## config.mk

```make
export PLATFORM = sky130hd
export DESIGN_NAME = wic_top
export DESIGN_NICKNAME = d
export VERILOG_FILES = /design/src/logic/wic_pkg.sv /design/src/logic/wic_stab_timer.sv /design/src/logic/wic_top.sv
export VERILOG_INCLUDE_DIRS = /design/src /design/src/logic
export SDC_FILE = /design/constraint.sdc
export NUM_CORES = 1
export LEC_CHECK = 0
export BUFFER_PORTS_ARGS = -buffer_cell sky130_fd_sc_hd__buf_2
export CORE_MARGIN = 3
export CORE_UTILIZATION = 45
export DETAILED_ROUTE_END_ITERATION = 16
export PLACE_DENSITY = 0.74
export RECOVER_POWER = 25
export SLEW_MARGIN = 20
export SYNTH_ARGS = -nofsm -noshare
export SYNTH_HDL_FRONTEND = slang
export SYNTH_SLANG_ARGS = --single-unit
export TNS_END_PERCENT = 50
```

## constraint.sdc

```tcl
create_clock -name clk -period 2.99 [get_ports clk]
set_input_delay 0.598 -clock clk [delete_from_list [all_inputs] [get_ports clk]]
set_output_delay 0.598 -clock clk [all_outputs]
set_load 0.01 [all_outputs]
```

## src/logic/wic_defs.svh

```systemverilog
// register map, field positions, reset values and timing counts of the wake and interrupt block
`ifndef WIC_DEFS_SVH
`define WIC_DEFS_SVH

// ==========================================================
// register byte addresses
`define WIC_CTRL_OFS        8'h00
`define WIC_STATUS_OFS      8'h04
`define WIC_VECTOR_OFS      8'h08

// ==========================================================
// control fields
`define WIC_CTRL_HALT_BIT   0
`define WIC_CTRL_WDOG_BIT   1
`define WIC_CTRL_LEVEL_BIT  2
`define WIC_CTRL_PAEN_BIT   3
`define WIC_CTRL_RST        4'h0

// ==========================================================
// status fields
`define WIC_ST_MODE_LSB     0
`define WIC_ST_MASK_BIT     3
`define WIC_ST_LATCH_BIT    4
`define WIC_ST_EXT_BIT      5
`define WIC_ST_TMR_BIT      6
`define WIC_ST_OSC_BIT      7
`define WIC_ST_WDOG_BIT     8

// ==========================================================
// vector addresses
`define WIC_VEC_RESET       16'h1ffe
`define WIC_VEC_SWI         16'h1ffc
`define WIC_VEC_EXT         16'h1ffa
`define WIC_VEC_ICAP        16'h1ff8

// ==========================================================
// timing, in bus clock cycles
`define WIC_LATCH_CLR_CYC   4'h9
`define WIC_STAB_CYC        12'hfe0

// ==========================================================
// bus answers
`define WIC_RESP_OKAY       2'h0
`define WIC_RESP_SLVERR     2'h2
`define WIC_RESP_DECERR     2'h3

`endif

```

## src/logic/wic_pkg.sv

```systemverilog
// types shared by the wake and interrupt block
package wic_pkg;

  // ==========================================================
  // modes
  typedef enum {WIC_RUN, WIC_WAIT, WIC_HALT, WIC_STOP, WIC_RESTART} wic_mode_e;

  typedef enum {WIC_SEL_CTRL, WIC_SEL_STATUS, WIC_SEL_VECTOR, WIC_SEL_NONE} wic_sel_e;

  // ==========================================================
  // register bus
  typedef struct packed {
    logic        awvalid;
    logic [7:0]  awaddr;
    logic        wvalid;
    logic [31:0] wdata;
    logic [3:0]  wstrb;
    logic        bready;
    logic        arvalid;
    logic [7:0]  araddr;
    logic        rready;
  } wic_axi_req_s;

  typedef struct packed {
    logic        awready;
    logic        wready;
    logic        bvalid;
    logic [1:0]  bresp;
    logic        arready;
    logic        rvalid;
    logic [31:0] rdata;
    logic [1:0]  rresp;
  } wic_axi_rsp_s;

  // ==========================================================
  // processor core side
  typedef struct packed {
    logic insn_boundary;
    logic stop_insn;
    logic wait_insn;
    logic swi_insn;
    logic rti_insn;
    logic mask_set;
    logic mask_clr;
  } wic_core_req_s;

  typedef struct packed {
    logic        vec_take;
    logic [15:0] vec_addr;
    logic        int_mask;
    logic        core_clk_en;
    logic        bus_clk_en;
    logic        tmr_clk_en;
    logic        osc_run;
    logic        wdog_en;
  } wic_core_rsp_s;

endpackage

```

## src/logic/wic_stab_timer.sv

```systemverilog
// free-running oscillator stabilisation timer
`timescale 1ns/10ps
`include "wic_defs.svh"

module wic_stab_timer import wic_pkg::*; (
  input  wire logic clk,
  input  wire logic reset,
  input  wire logic tick,
  output logic      tc
);

  logic [11:0] count_r;
  logic [11:0] count_nxt;

  // ==========================================================
  // counter
  always_comb begin
    count_nxt = count_r;
    if (tick) begin
      count_nxt = tc ? 12'h000 : count_r + 12'h001;
    end
  end

  always_ff @(posedge clk or posedge reset) begin
    if (reset) begin
      count_r <= 12'h000;
    end else begin
      count_r <= count_nxt;
    end
  end

  assign tc = tick && (count_r == `WIC_STAB_CYC - 12'h001);

endmodule

```

## src/logic/wic_top.sv

```systemverilog
// wake, low-power and interrupt control with its register slave
// What this block does
// - bus clock enable is the clock divided by two
// - stop with halt select set enters halt, oscillator keeps running
// - stop with halt select clear disables watchdog and stops oscillator
// - halt and wait stop core clock; timer clocks keep running
// - stop or wait clears the interrupt mask bit
// - halt and wait keep all other state unchanged
// - halt exits on timer, external request or reset after 1 to 4064 cycles
// - wait exits at once on timer, external request or reset
// - watchdog runs only when its option bit is set
// - reset pin or internal reset sets mask and fetches reset vector
// - software trap ignores mask; pending interrupts go first
// - mask bit blocks all hardware interrupts
// - falling request edge sets a latch; latch or low level requests
// - with level sense clear only the edge latch counts
// - enabled port A pins request like the request pin
// - edge latch clears nine bus cycles after recognition
// - with level sense set, request still low at return from service requests again
// - capture request needs flag, enable and clear mask
`timescale 1ns/10ps
`include "wic_defs.svh"

module wic_top import wic_pkg::*; (
  input  wire logic          clk,
  input  wire logic          reset,
  input  wire wic_axi_req_s  axi_req,
  output wic_axi_rsp_s       axi_rsp,
  input  wire wic_core_req_s core_req,
  output wic_core_rsp_s      core_rsp,
  input  wire logic          irq_pin_n,
  input  wire logic [7:0]    porta_pin,
  input  wire logic          reset_pin_n,
  input  wire logic          int_reset,
  input  wire logic          tmr_capture_flag,
  input  wire logic          tmr_capture_en
);

  // ==========================================================
  // decode
  function automatic wic_sel_e reg_sel(input logic [7:0] addr);
    case (addr)
      `WIC_CTRL_OFS:   reg_sel = WIC_SEL_CTRL;
      `WIC_STATUS_OFS: reg_sel = WIC_SEL_STATUS;
      `WIC_VECTOR_OFS: reg_sel = WIC_SEL_VECTOR;
      default:         reg_sel = WIC_SEL_NONE;
    endcase
  endfunction

  // ==========================================================
  // pin synchronisers
  logic [9:0] pin_s1_r;
  logic [9:0] pin_s2_r;
  logic       ext_n_d_r;
  logic       ext_n;
  logic       ext_fall;
  logic       rst_pin_n_s;
  logic [7:0] pa_s;
  logic       irq_n_s;

  always_ff @(posedge clk or posedge reset) begin
    if (reset) begin
      pin_s1_r  <= 10'h3ff;
      pin_s2_r  <= 10'h3ff;
      ext_n_d_r <= 1'h1;
    end else begin
      pin_s1_r  <= {reset_pin_n, irq_pin_n, porta_pin};
      pin_s2_r  <= pin_s1_r;
      ext_n_d_r <= ext_n;
    end
  end

  assign rst_pin_n_s = pin_s2_r[9];
  assign irq_n_s     = pin_s2_r[8];
  assign pa_s        = pin_s2_r[7:0];

  // ==========================================================
  // control register and requests
  logic [3:0] ctrl_r;
  logic [3:0] ctrl_nxt;
  logic       halt_sel;
  logic       wdog_opt;
  logic       level_sense;
  logic       pa_en;
  logic       edge_latch_r;
  logic       ext_req;
  logic       tmr_req;
  logic       hw_pend;
  logic       i_mask_r;
  logic       core_rst;

  assign halt_sel    = ctrl_r[`WIC_CTRL_HALT_BIT];
  assign wdog_opt    = ctrl_r[`WIC_CTRL_WDOG_BIT];
  assign level_sense = ctrl_r[`WIC_CTRL_LEVEL_BIT];
  assign pa_en       = ctrl_r[`WIC_CTRL_PAEN_BIT];

  assign ext_n    = irq_n_s & (~pa_en | (&pa_s));
  assign ext_fall = ext_n_d_r & ~ext_n;
  // a pin held low after return from service re-requests in level mode
  assign ext_req  = edge_latch_r | (level_sense & ~ext_n);
  assign tmr_req  = tmr_capture_flag & tmr_capture_en;
  assign hw_pend  = (ext_req | tmr_req) & ~i_mask_r;
  assign core_rst = ~rst_pin_n_s | int_reset;

  // ==========================================================
  // clock divider and stabilisation timer
  logic bus_en_r;
  logic stab_tc;

  always_ff @(posedge clk or posedge reset) begin
    if (reset) begin
      bus_en_r <= 1'h0;
    end else begin
      bus_en_r <= ~bus_en_r;
    end
  end

  // free-running, so the halt exit delay depends on where it stands
  wic_stab_timer u_stab (
    .clk   (clk),
    .reset (reset),
    .tick  (bus_en_r),
    .tc    (stab_tc)
  );

  // ==========================================================
  // mode, mask and vectoring
  wic_mode_e   mode_r;
  wic_mode_e   mode_nxt;
  logic        i_mask_nxt;
  logic        rst_pend_r;
  logic        rst_pend_nxt;
  logic        wdog_dis_r;
  logic        wdog_dis_nxt;
  logic        osc_run_r;
  logic        osc_run_nxt;
  logic        edge_latch_nxt;
  logic [3:0]  clr_cnt_r;
  logic [3:0]  clr_cnt_nxt;
  logic        vec_take_r;
  logic        vec_take_nxt;
  logic [15:0] vec_addr_r;
  logic [15:0] vec_addr_nxt;
  logic        step;
  logic        latch_clr;
  logic        wake;

  assign step      = bus_en_r && mode_r == WIC_RUN;
  assign latch_clr = bus_en_r && clr_cnt_r == 4'h1;
  assign wake      = core_rst | ((ext_req | tmr_req) & ~i_mask_r);

  always_comb begin
    mode_nxt       = mode_r;
    i_mask_nxt     = i_mask_r;
    rst_pend_nxt   = rst_pend_r;
    wdog_dis_nxt   = wdog_dis_r;
    osc_run_nxt    = osc_run_r;
    clr_cnt_nxt    = clr_cnt_r;
    vec_take_nxt   = 1'h0;
    vec_addr_nxt   = vec_addr_r;
    if (bus_en_r && clr_cnt_r != 4'h0) begin
      clr_cnt_nxt = clr_cnt_r - 4'h1;
    end
    if (core_req.mask_clr && step) begin
      i_mask_nxt = 1'h0;
    end
    if (core_req.mask_set && step) begin
      i_mask_nxt = 1'h1;
    end
    case (mode_r)
      WIC_RUN: begin
        if (step && rst_pend_r && !core_rst) begin
          rst_pend_nxt = 1'h0;
          vec_take_nxt = 1'h1;
          vec_addr_nxt = `WIC_VEC_RESET;
          i_mask_nxt   = 1'h1;
        end else if (step && !rst_pend_r && !core_rst && core_req.insn_boundary) begin
          if (core_req.stop_insn) begin
            i_mask_nxt = 1'h0;
            if (halt_sel) begin
              mode_nxt = WIC_HALT;
            end else begin
              mode_nxt     = WIC_STOP;
              wdog_dis_nxt = 1'h1;
              osc_run_nxt  = 1'h0;
            end
          end else if (core_req.wait_insn) begin
            i_mask_nxt = 1'h0;
            mode_nxt   = WIC_WAIT;
          end else if (hw_pend && ext_req) begin
            vec_take_nxt = 1'h1;
            vec_addr_nxt = `WIC_VEC_EXT;
            i_mask_nxt   = 1'h1;
            clr_cnt_nxt  = `WIC_LATCH_CLR_CYC;
          end else if (hw_pend) begin
            vec_take_nxt = 1'h1;
            vec_addr_nxt = `WIC_VEC_ICAP;
            i_mask_nxt   = 1'h1;
          end else if (core_req.swi_insn) begin
            vec_take_nxt = 1'h1;
            vec_addr_nxt = `WIC_VEC_SWI;
            i_mask_nxt   = 1'h1;
          end
        end
      end
      WIC_WAIT: begin
        if (wake) begin
          mode_nxt = WIC_RUN;
        end
      end
      WIC_HALT, WIC_STOP: begin
        if (wake) begin
          mode_nxt    = WIC_RESTART;
          osc_run_nxt = 1'h1;
        end
      end
      WIC_RESTART: begin
        if (stab_tc) begin
          mode_nxt = WIC_RUN;
        end
      end
      default: begin
        mode_nxt = WIC_RUN;
      end
    endcase
    if (core_rst) begin
      rst_pend_nxt = 1'h1;
      i_mask_nxt   = 1'h1;
      wdog_dis_nxt = 1'h0;
    end
    // a fresh edge in the clearing cycle is kept
    edge_latch_nxt = ext_fall | (edge_latch_r & ~latch_clr);
  end

  always_ff @(posedge clk or posedge reset) begin
    if (reset) begin
      mode_r       <= WIC_RUN;
      i_mask_r     <= 1'h1;
      rst_pend_r   <= 1'h1;
      wdog_dis_r   <= 1'h0;
      osc_run_r    <= 1'h1;
      edge_latch_r <= 1'h0;
      clr_cnt_r    <= 4'h0;
      vec_take_r   <= 1'h0;
      vec_addr_r   <= 16'h0000;
    end else begin
      mode_r       <= mode_nxt;
      i_mask_r     <= i_mask_nxt;
      rst_pend_r   <= rst_pend_nxt;
      wdog_dis_r   <= wdog_dis_nxt;
      osc_run_r    <= osc_run_nxt;
      edge_latch_r <= edge_latch_nxt;
      clr_cnt_r    <= clr_cnt_nxt;
      vec_take_r   <= vec_take_nxt;
      vec_addr_r   <= vec_addr_nxt;
    end
  end

  // core clock gated in low power; other state simply holds
  always_comb begin
    core_rsp             = '0;
    core_rsp.vec_take    = vec_take_r;
    core_rsp.vec_addr    = vec_addr_r;
    core_rsp.int_mask    = i_mask_r;
    core_rsp.core_clk_en = step;
    core_rsp.bus_clk_en  = bus_en_r;
    core_rsp.tmr_clk_en  = bus_en_r;
    core_rsp.osc_run     = osc_run_r;
    core_rsp.wdog_en     = wdog_opt & ~wdog_dis_r;
  end

  // ==========================================================
  // register slave
  logic        aw_full_r;
  logic        aw_full_nxt;
  logic [7:0]  awaddr_r;
  logic [7:0]  awaddr_nxt;
  logic        w_full_r;
  logic        w_full_nxt;
  logic [31:0] wdata_r;
  logic [31:0] wdata_nxt;
  logic        wstrb0_r;
  logic        wstrb0_nxt;
  logic        bvalid_r;
  logic        bvalid_nxt;
  logic [1:0]  bresp_r;
  logic [1:0]  bresp_nxt;
  logic        rvalid_r;
  logic        rvalid_nxt;
  logic [31:0] rdata_r;
  logic [31:0] rdata_nxt;
  logic [1:0]  rresp_r;
  logic [1:0]  rresp_nxt;
  logic [31:0] status;

  always_comb begin
    status = 32'h0000_0000;
    status[`WIC_ST_MODE_LSB +: 3] = 3'(mode_r);
    status[`WIC_ST_MASK_BIT]      = i_mask_r;
    status[`WIC_ST_LATCH_BIT]     = edge_latch_r;
    status[`WIC_ST_EXT_BIT]       = ext_req;
    status[`WIC_ST_TMR_BIT]       = tmr_req;
    status[`WIC_ST_OSC_BIT]       = osc_run_r;
    status[`WIC_ST_WDOG_BIT]      = core_rsp.wdog_en;
  end

  always_comb begin
    aw_full_nxt = aw_full_r;
    awaddr_nxt  = awaddr_r;
    w_full_nxt  = w_full_r;
    wdata_nxt   = wdata_r;
    wstrb0_nxt  = wstrb0_r;
    bvalid_nxt  = bvalid_r;
    bresp_nxt   = bresp_r;
    rvalid_nxt  = rvalid_r;
    rdata_nxt   = rdata_r;
    rresp_nxt   = rresp_r;
    ctrl_nxt    = ctrl_r;
    if (axi_req.awvalid && !aw_full_r) begin
      aw_full_nxt = 1'h1;
      awaddr_nxt  = axi_req.awaddr;
    end
    if (axi_req.wvalid && !w_full_r) begin
      w_full_nxt = 1'h1;
      wdata_nxt  = axi_req.wdata;
      wstrb0_nxt = axi_req.wstrb[0];
    end
    if (bvalid_r && axi_req.bready) begin
      bvalid_nxt = 1'h0;
    end
    if (aw_full_r && w_full_r && !bvalid_r) begin
      aw_full_nxt = 1'h0;
      w_full_nxt  = 1'h0;
      bvalid_nxt  = 1'h1;
      case (reg_sel(awaddr_r))
        WIC_SEL_CTRL: begin
          bresp_nxt = `WIC_RESP_OKAY;
          if (wstrb0_r) begin
            ctrl_nxt = wdata_r[3:0];
          end
        end
        WIC_SEL_STATUS, WIC_SEL_VECTOR: bresp_nxt = `WIC_RESP_SLVERR;
        default: bresp_nxt = `WIC_RESP_DECERR;
      endcase
    end
    if (rvalid_r && axi_req.rready) begin
      rvalid_nxt = 1'h0;
    end
    if (axi_req.arvalid && !rvalid_r) begin
      rvalid_nxt = 1'h1;
      rresp_nxt  = `WIC_RESP_OKAY;
      case (reg_sel(axi_req.araddr))
        WIC_SEL_CTRL:   rdata_nxt = {28'h0000000, ctrl_r};
        WIC_SEL_STATUS: rdata_nxt = status;
        WIC_SEL_VECTOR: rdata_nxt = {16'h0000, vec_addr_r};
        default: begin
          rdata_nxt = 32'h0000_0000;
          rresp_nxt = `WIC_RESP_DECERR;
        end
      endcase
    end
  end

  always_ff @(posedge clk or posedge reset) begin
    if (reset) begin
      aw_full_r <= 1'h0;
      awaddr_r  <= 8'h00;
      w_full_r  <= 1'h0;
      wdata_r   <= 32'h0000_0000;
      wstrb0_r  <= 1'h0;
      bvalid_r  <= 1'h0;
      bresp_r   <= `WIC_RESP_OKAY;
      rvalid_r  <= 1'h0;
      rdata_r   <= 32'h0000_0000;
      rresp_r   <= `WIC_RESP_OKAY;
      ctrl_r    <= `WIC_CTRL_RST;
    end else begin
      aw_full_r <= aw_full_nxt;
      awaddr_r  <= awaddr_nxt;
      w_full_r  <= w_full_nxt;
      wdata_r   <= wdata_nxt;
      wstrb0_r  <= wstrb0_nxt;
      bvalid_r  <= bvalid_nxt;
      bresp_r   <= bresp_nxt;
      rvalid_r  <= rvalid_nxt;
      rdata_r   <= rdata_nxt;
      rresp_r   <= rresp_nxt;
      ctrl_r    <= ctrl_nxt;
    end
  end

  always_comb begin
    axi_rsp         = '0;
    axi_rsp.awready = ~aw_full_r;
    axi_rsp.wready  = ~w_full_r;
    axi_rsp.bvalid  = bvalid_r;
    axi_rsp.bresp   = bresp_r;
    axi_rsp.arready = ~rvalid_r;
    axi_rsp.rvalid  = rvalid_r;
    axi_rsp.rdata   = rdata_r;
    axi_rsp.rresp   = rresp_r;
  end

  // ==========================================================
  // checks
  logic [12:0] restart_cnt_r;

  always_ff @(posedge clk or posedge reset) begin
    if (reset) begin
      restart_cnt_r <= 13'h0000;
    end else if (mode_r != WIC_RESTART) begin
      restart_cnt_r <= 13'h0000;
    end else if (bus_en_r) begin
      restart_cnt_r <= restart_cnt_r + 13'h0001;
    end
  end
endmodule

```

==> results.py <==
metrics = {
    "sta": {
        "timing.final.crit_share_pct": 71.7,
        "clock-skew-final_ns": 0.0128,
        "fmax_mhz": 467,
        "timing.setup.tns_ns": 0,
        "worst_slew_margin_rel_pct": 19.0,
        "grt_setup_unrepaired": "false",
        "tightest_slew_ns": 1.21,
        "timing_hold_violations_final": 0,
        "finalWorstSetupSlack_ns": 0.847,
        "final_max_slew_viol_count": 0,
        "final_period_minus_worst_setup_slack_ns": 2.14,
        "setup-violations-final": 0,
    },
    "synthesis": {
        "synthesized_area_divided_by_synthesized_cell_count_um2": 11.4,
        "synth.ff_latch_count": 84,
        "synth_cell_types": 55,
        "most_used_dff_post_synth": "sky130_fd_sc_hd__dfrtp_1",
        "synth-edff-count": 0,
        "post_synth_inst_count": 339,
        "share_of_flip_flops_with_an_asynchronous_set_or_reset_after_synthesis_pct": 100,
        "synth_warnings": 0,
        "seq_area_frac_synth_pct": 55.2,
        "post_synth_instance_area_um2": 3860,
    },
    "critical_path": {
        "worst_setup_path_start": "mode_r[2]",
        "r2r_slack_ns": 1.02,
        "arrival_time_at_the_worst_endpoint_ns": 1.55,
        "critical_path.reg2reg.startpoint": "pin_s2_r[9]",
        "crit_family": "flip-flops",
        "worst-r2r-cell-count": 5,
        "worstSetupPathDepth": 2,
        "crit_type": "flip-flop to primary output",
        "startpoint_type": "flip-flop",
        "cp_slowest_cell": "sky130_fd_sc_hd__dfrtp_1",
        "crit_path_max_incr_delay_ns": 0.49,
        "worstSetupEndpointType": "primary output",
        "crit_path_cell_trace": "nor4b_4 -> buf_2",
        "critical_path.n_buffers_inverters": 1,
        "r2r_end": "clr_cnt_r[1]",
        "critical_path_required_time_ns": 2.39,
        "critPathCapture": "core_rsp[4]",
        "cp_max_fo": 8,
    },
    "die": {
        "core_ar_um2": 8260,
        "die_w_um": 98.6,
        "fp.dieArea_um2": 9730,
        "die_height_um": 98.6,
        "pin_count": 143,
        "row_count": 33,
        "initial_utilization_pct": 46.8,
    },
    "power": {
        "finalPower_w": 0.00266,
        "total_leakage_power_nw": 2.15,
        "power-per-cell-area_nw_per_um2": 603,
        "vdd.ir_drop.worst_uv": 356,
    },
    "global_routing": {
        "grt_max_degree": 31,
        "grt_first_pass_wirelength_um": 12100,
        "number_of_antenna_violations_at_the_first_check_in_global_routing": 0,
        "grt_overflow": 0,
        "via_count_of_the_first_global_routing_pass": 2513,
        "globalRouteTotalUtil_pct": 15.7,
    },
    "clocking": {
        "cts-root-buf": "sky130_fd_sc_hd__clkbuf_8",
        "cts_setup_buffers": 0,
        "clock_transition_at_the_registers_of_the_reported_paths_ns": 0.08,
        "cts_resized": 0,
        "clock_insertion_delay_worst_skew_ns": 0.35,
        "clock_tree.htree_level_count": 3,
        "clock-sinks": 84,
        "clock_buffer_count_from_cts": 9,
        "cts_hold_buf": 0,
        "clockBufferDepth": 2,
        "cts_tree": "done",
    },
    "route": {
        "dr.pass1.iters": 4,
        "drt_iter0_drcs": 117,
        "post-route-drc-count": 0,
        "num_vias": 2614,
        "wl_per_cell_um": 13.8,
        "ant_nets": 0,
        "route.detailed.vias_per_inst": 5.00,
        "route.final.wire_length_um": 7230,
    },
    "finish": {
        "drive_gt1_share_pct": 37.6,
        "area_growth_pct": 14.0,
        "nets": 495,
        "antenna_cells_inserted": 0,
        "util_after_layout_pct": 53.3,
    },
    "place": {
        "hpwl_um": 5570,
        "port-buffer-count": 87,
        "place_worst_setup_slack_ns": 0.837,
        "place_congestion": 0.815,
    },
    "flow_run": {
        "maximum_capacitance_violations": 0,
    },
    "hold_path": {
        "holdCritPathClass": "primary input to flip-flop",
    },
    "status": {
        "result_of_the_run": "completed",
    },
}
sequential cells by signal, indices dropped and copies added, names as in the netlist, 2 cells and up:
name and flops:
u_stab.count_r 12, pin_s1_r 10, pin_s2_r 10, rdata_r 10, awaddr_r 8, clr_cnt_r 4, ctrl_r 4, wdata_r 4
mode_r 3, vec_addr_r 3, bresp_r 2
power breakdown:
part | internal, W | switching [W]
registers | 0.00130 | 0.0000861
clock network | 0.000492 | 0.000404
logic | 0.000180 | 0.000193
cells in the final DEF (no fill, tap or decap), drive strengths merged, types with 3 or more instances in the layout:
master     n
xor2       4
nor2      24
conb      23
clkbuf    10
nor3       7
and3       3
nand3      8
nor2b      6
dfrtp     60
xnor2      4
nor4       6
ha         3
buf       89
o21ai     12
dfstp     24
mux2      18
nand2     28
nand4      8
clkinvlp   3
a21oi     13
o22ai      3
or3        3
inv       19
and2       3
nor4b      3
a221o      6
cell usage after synthesis (3+ instances only):
| cell type | n | share of area (%) |
|---|---|---|
| sky130_fd_sc_hd__o22ai_1 | 3 | 0.49 |
| sky130_fd_sc_hd__mux2_1 | 3 | 0.87 |
| sky130_fd_sc_hd__ha_1 | 3 | 0.97 |
| sky130_fd_sc_hd__nor2b_1 | 6 | 0.97 |
| sky130_fd_sc_hd__nor2_1 | 24 | 2.3 |
| sky130_fd_sc_hd__inv_1 | 19 | 1.8 |
| sky130_fd_sc_hd__o21ai_0 | 11 | 1.4 |
| sky130_fd_sc_hd__a221o_1 | 6 | 1.6 |
| sky130_fd_sc_hd__or3_1 | 3 | 0.49 |
| sky130_fd_sc_hd__xnor2_1 | 4 | 0.91 |
| sky130_fd_sc_hd__xor2_1 | 4 | 0.91 |
| sky130_fd_sc_hd__nand4_1 | 6 | 0.97 |
| sky130_fd_sc_hd__nand3_1 | 7 | 0.91 |
| sky130_fd_sc_hd__dfrtp_1 | 60 | 39 |
| sky130_fd_sc_hd__dfstp_2 | 24 | 16 |
| sky130_fd_sc_hd__buf_4 | 45 | 8.7 |
| sky130_fd_sc_hd__clkbuf_1 | 3 | 0.29 |
| sky130_fd_sc_hd__nand2_1 | 28 | 2.7 |
| sky130_fd_sc_hd__nor3_1 | 6 | 0.78 |
| sky130_fd_sc_hd__mux2_2 | 15 | 4.4 |
| sky130_fd_sc_hd__and3_1 | 3 | 0.49 |
| sky130_fd_sc_hd__nor4_1 | 3 | 0.49 |
| sky130_fd_sc_hd__a21oi_1 | 13 | 1.7 |
cell families after synthesis:
group,Yosys count,synth area share (%)
simple gates,106,16.0
flops,84,55.2
buf+inv,68,11.0
compound gates,51,9.66
mux,18,5.25
xor+xnor,8,1.81
fa+ha+maj,3,0.972
other cells,1,0.0971
worst reg2reg max path, cell delays in order, from the launching register on:
cell and delay [ns]:
sky130_fd_sc_hd__dfstp_2 0.51, sky130_fd_sc_hd__nor2b_1 0.47, sky130_fd_sc_hd__nand4_2 0.29, sky130_fd_sc_hd__nor4_4 0.30, sky130_fd_sc_hd__and2_1 0.21, sky130_fd_sc_hd__a211oi_1 0.06
per-layer routing:
metal  wire length, µm  GRT usage [%]  up-vias  share of wire (%)
met2              3390           25.3      106                 47
met3               611           4.67       10                8.4
met5                 0              0        -                  0
met4               103           5.36        0                1.4
met1              3130           20.2     1237                 43
li1                  -              -     1261                  -
worst min-delay path by stage:
| stage | start | to | slack (ns) | depth (start not counted) |
|---|---|---|---|---|
| after floorplan | pin_s1_r[0] | pin_s2_r[0] | 0.35 | 0 |
| after global placement | pin_s1_r[9] | pin_s2_r[9] | 0.35 | 0 |
| after detailed placement | pin_s1_r[1] | pin_s2_r[1] | 0.35 | 0 |
| after global routing | porta_pin[2] | pin_s1_r[2] | 0.32 | 1 |
| final | porta_pin[7] | pin_s1_r[7] | 0.34 | 1 |
| after CTS | reset | u_stab.count_r[3] | 0.24 | 2 |
metrics by stage:
step | hold WS, ns | instance area (µm²) | std cells
final | 0.344 | 4400 | 523
after global routing | 0.321 | 4400 | 523
after CTS | 0.236 | 4400 | 523
after detailed placement | 0.347 | 4180 | 507
after global placement | 0.346 | 4180 | 507
after floorplan | 0.345 | 3940 | 361
final cells by class:
class | instances | area [µm²]
sequential | 84 | 2130
fill | 723 | 3850
multi-input combinational | 209 | 1390
clock buffer | 10 | 138
timing repair buffer | 89 | 450
tap | 105 | 131
inverter | 20 | 76.3
clock inverter | 6 | 87.6
Power figures use the tool's default switching activity.
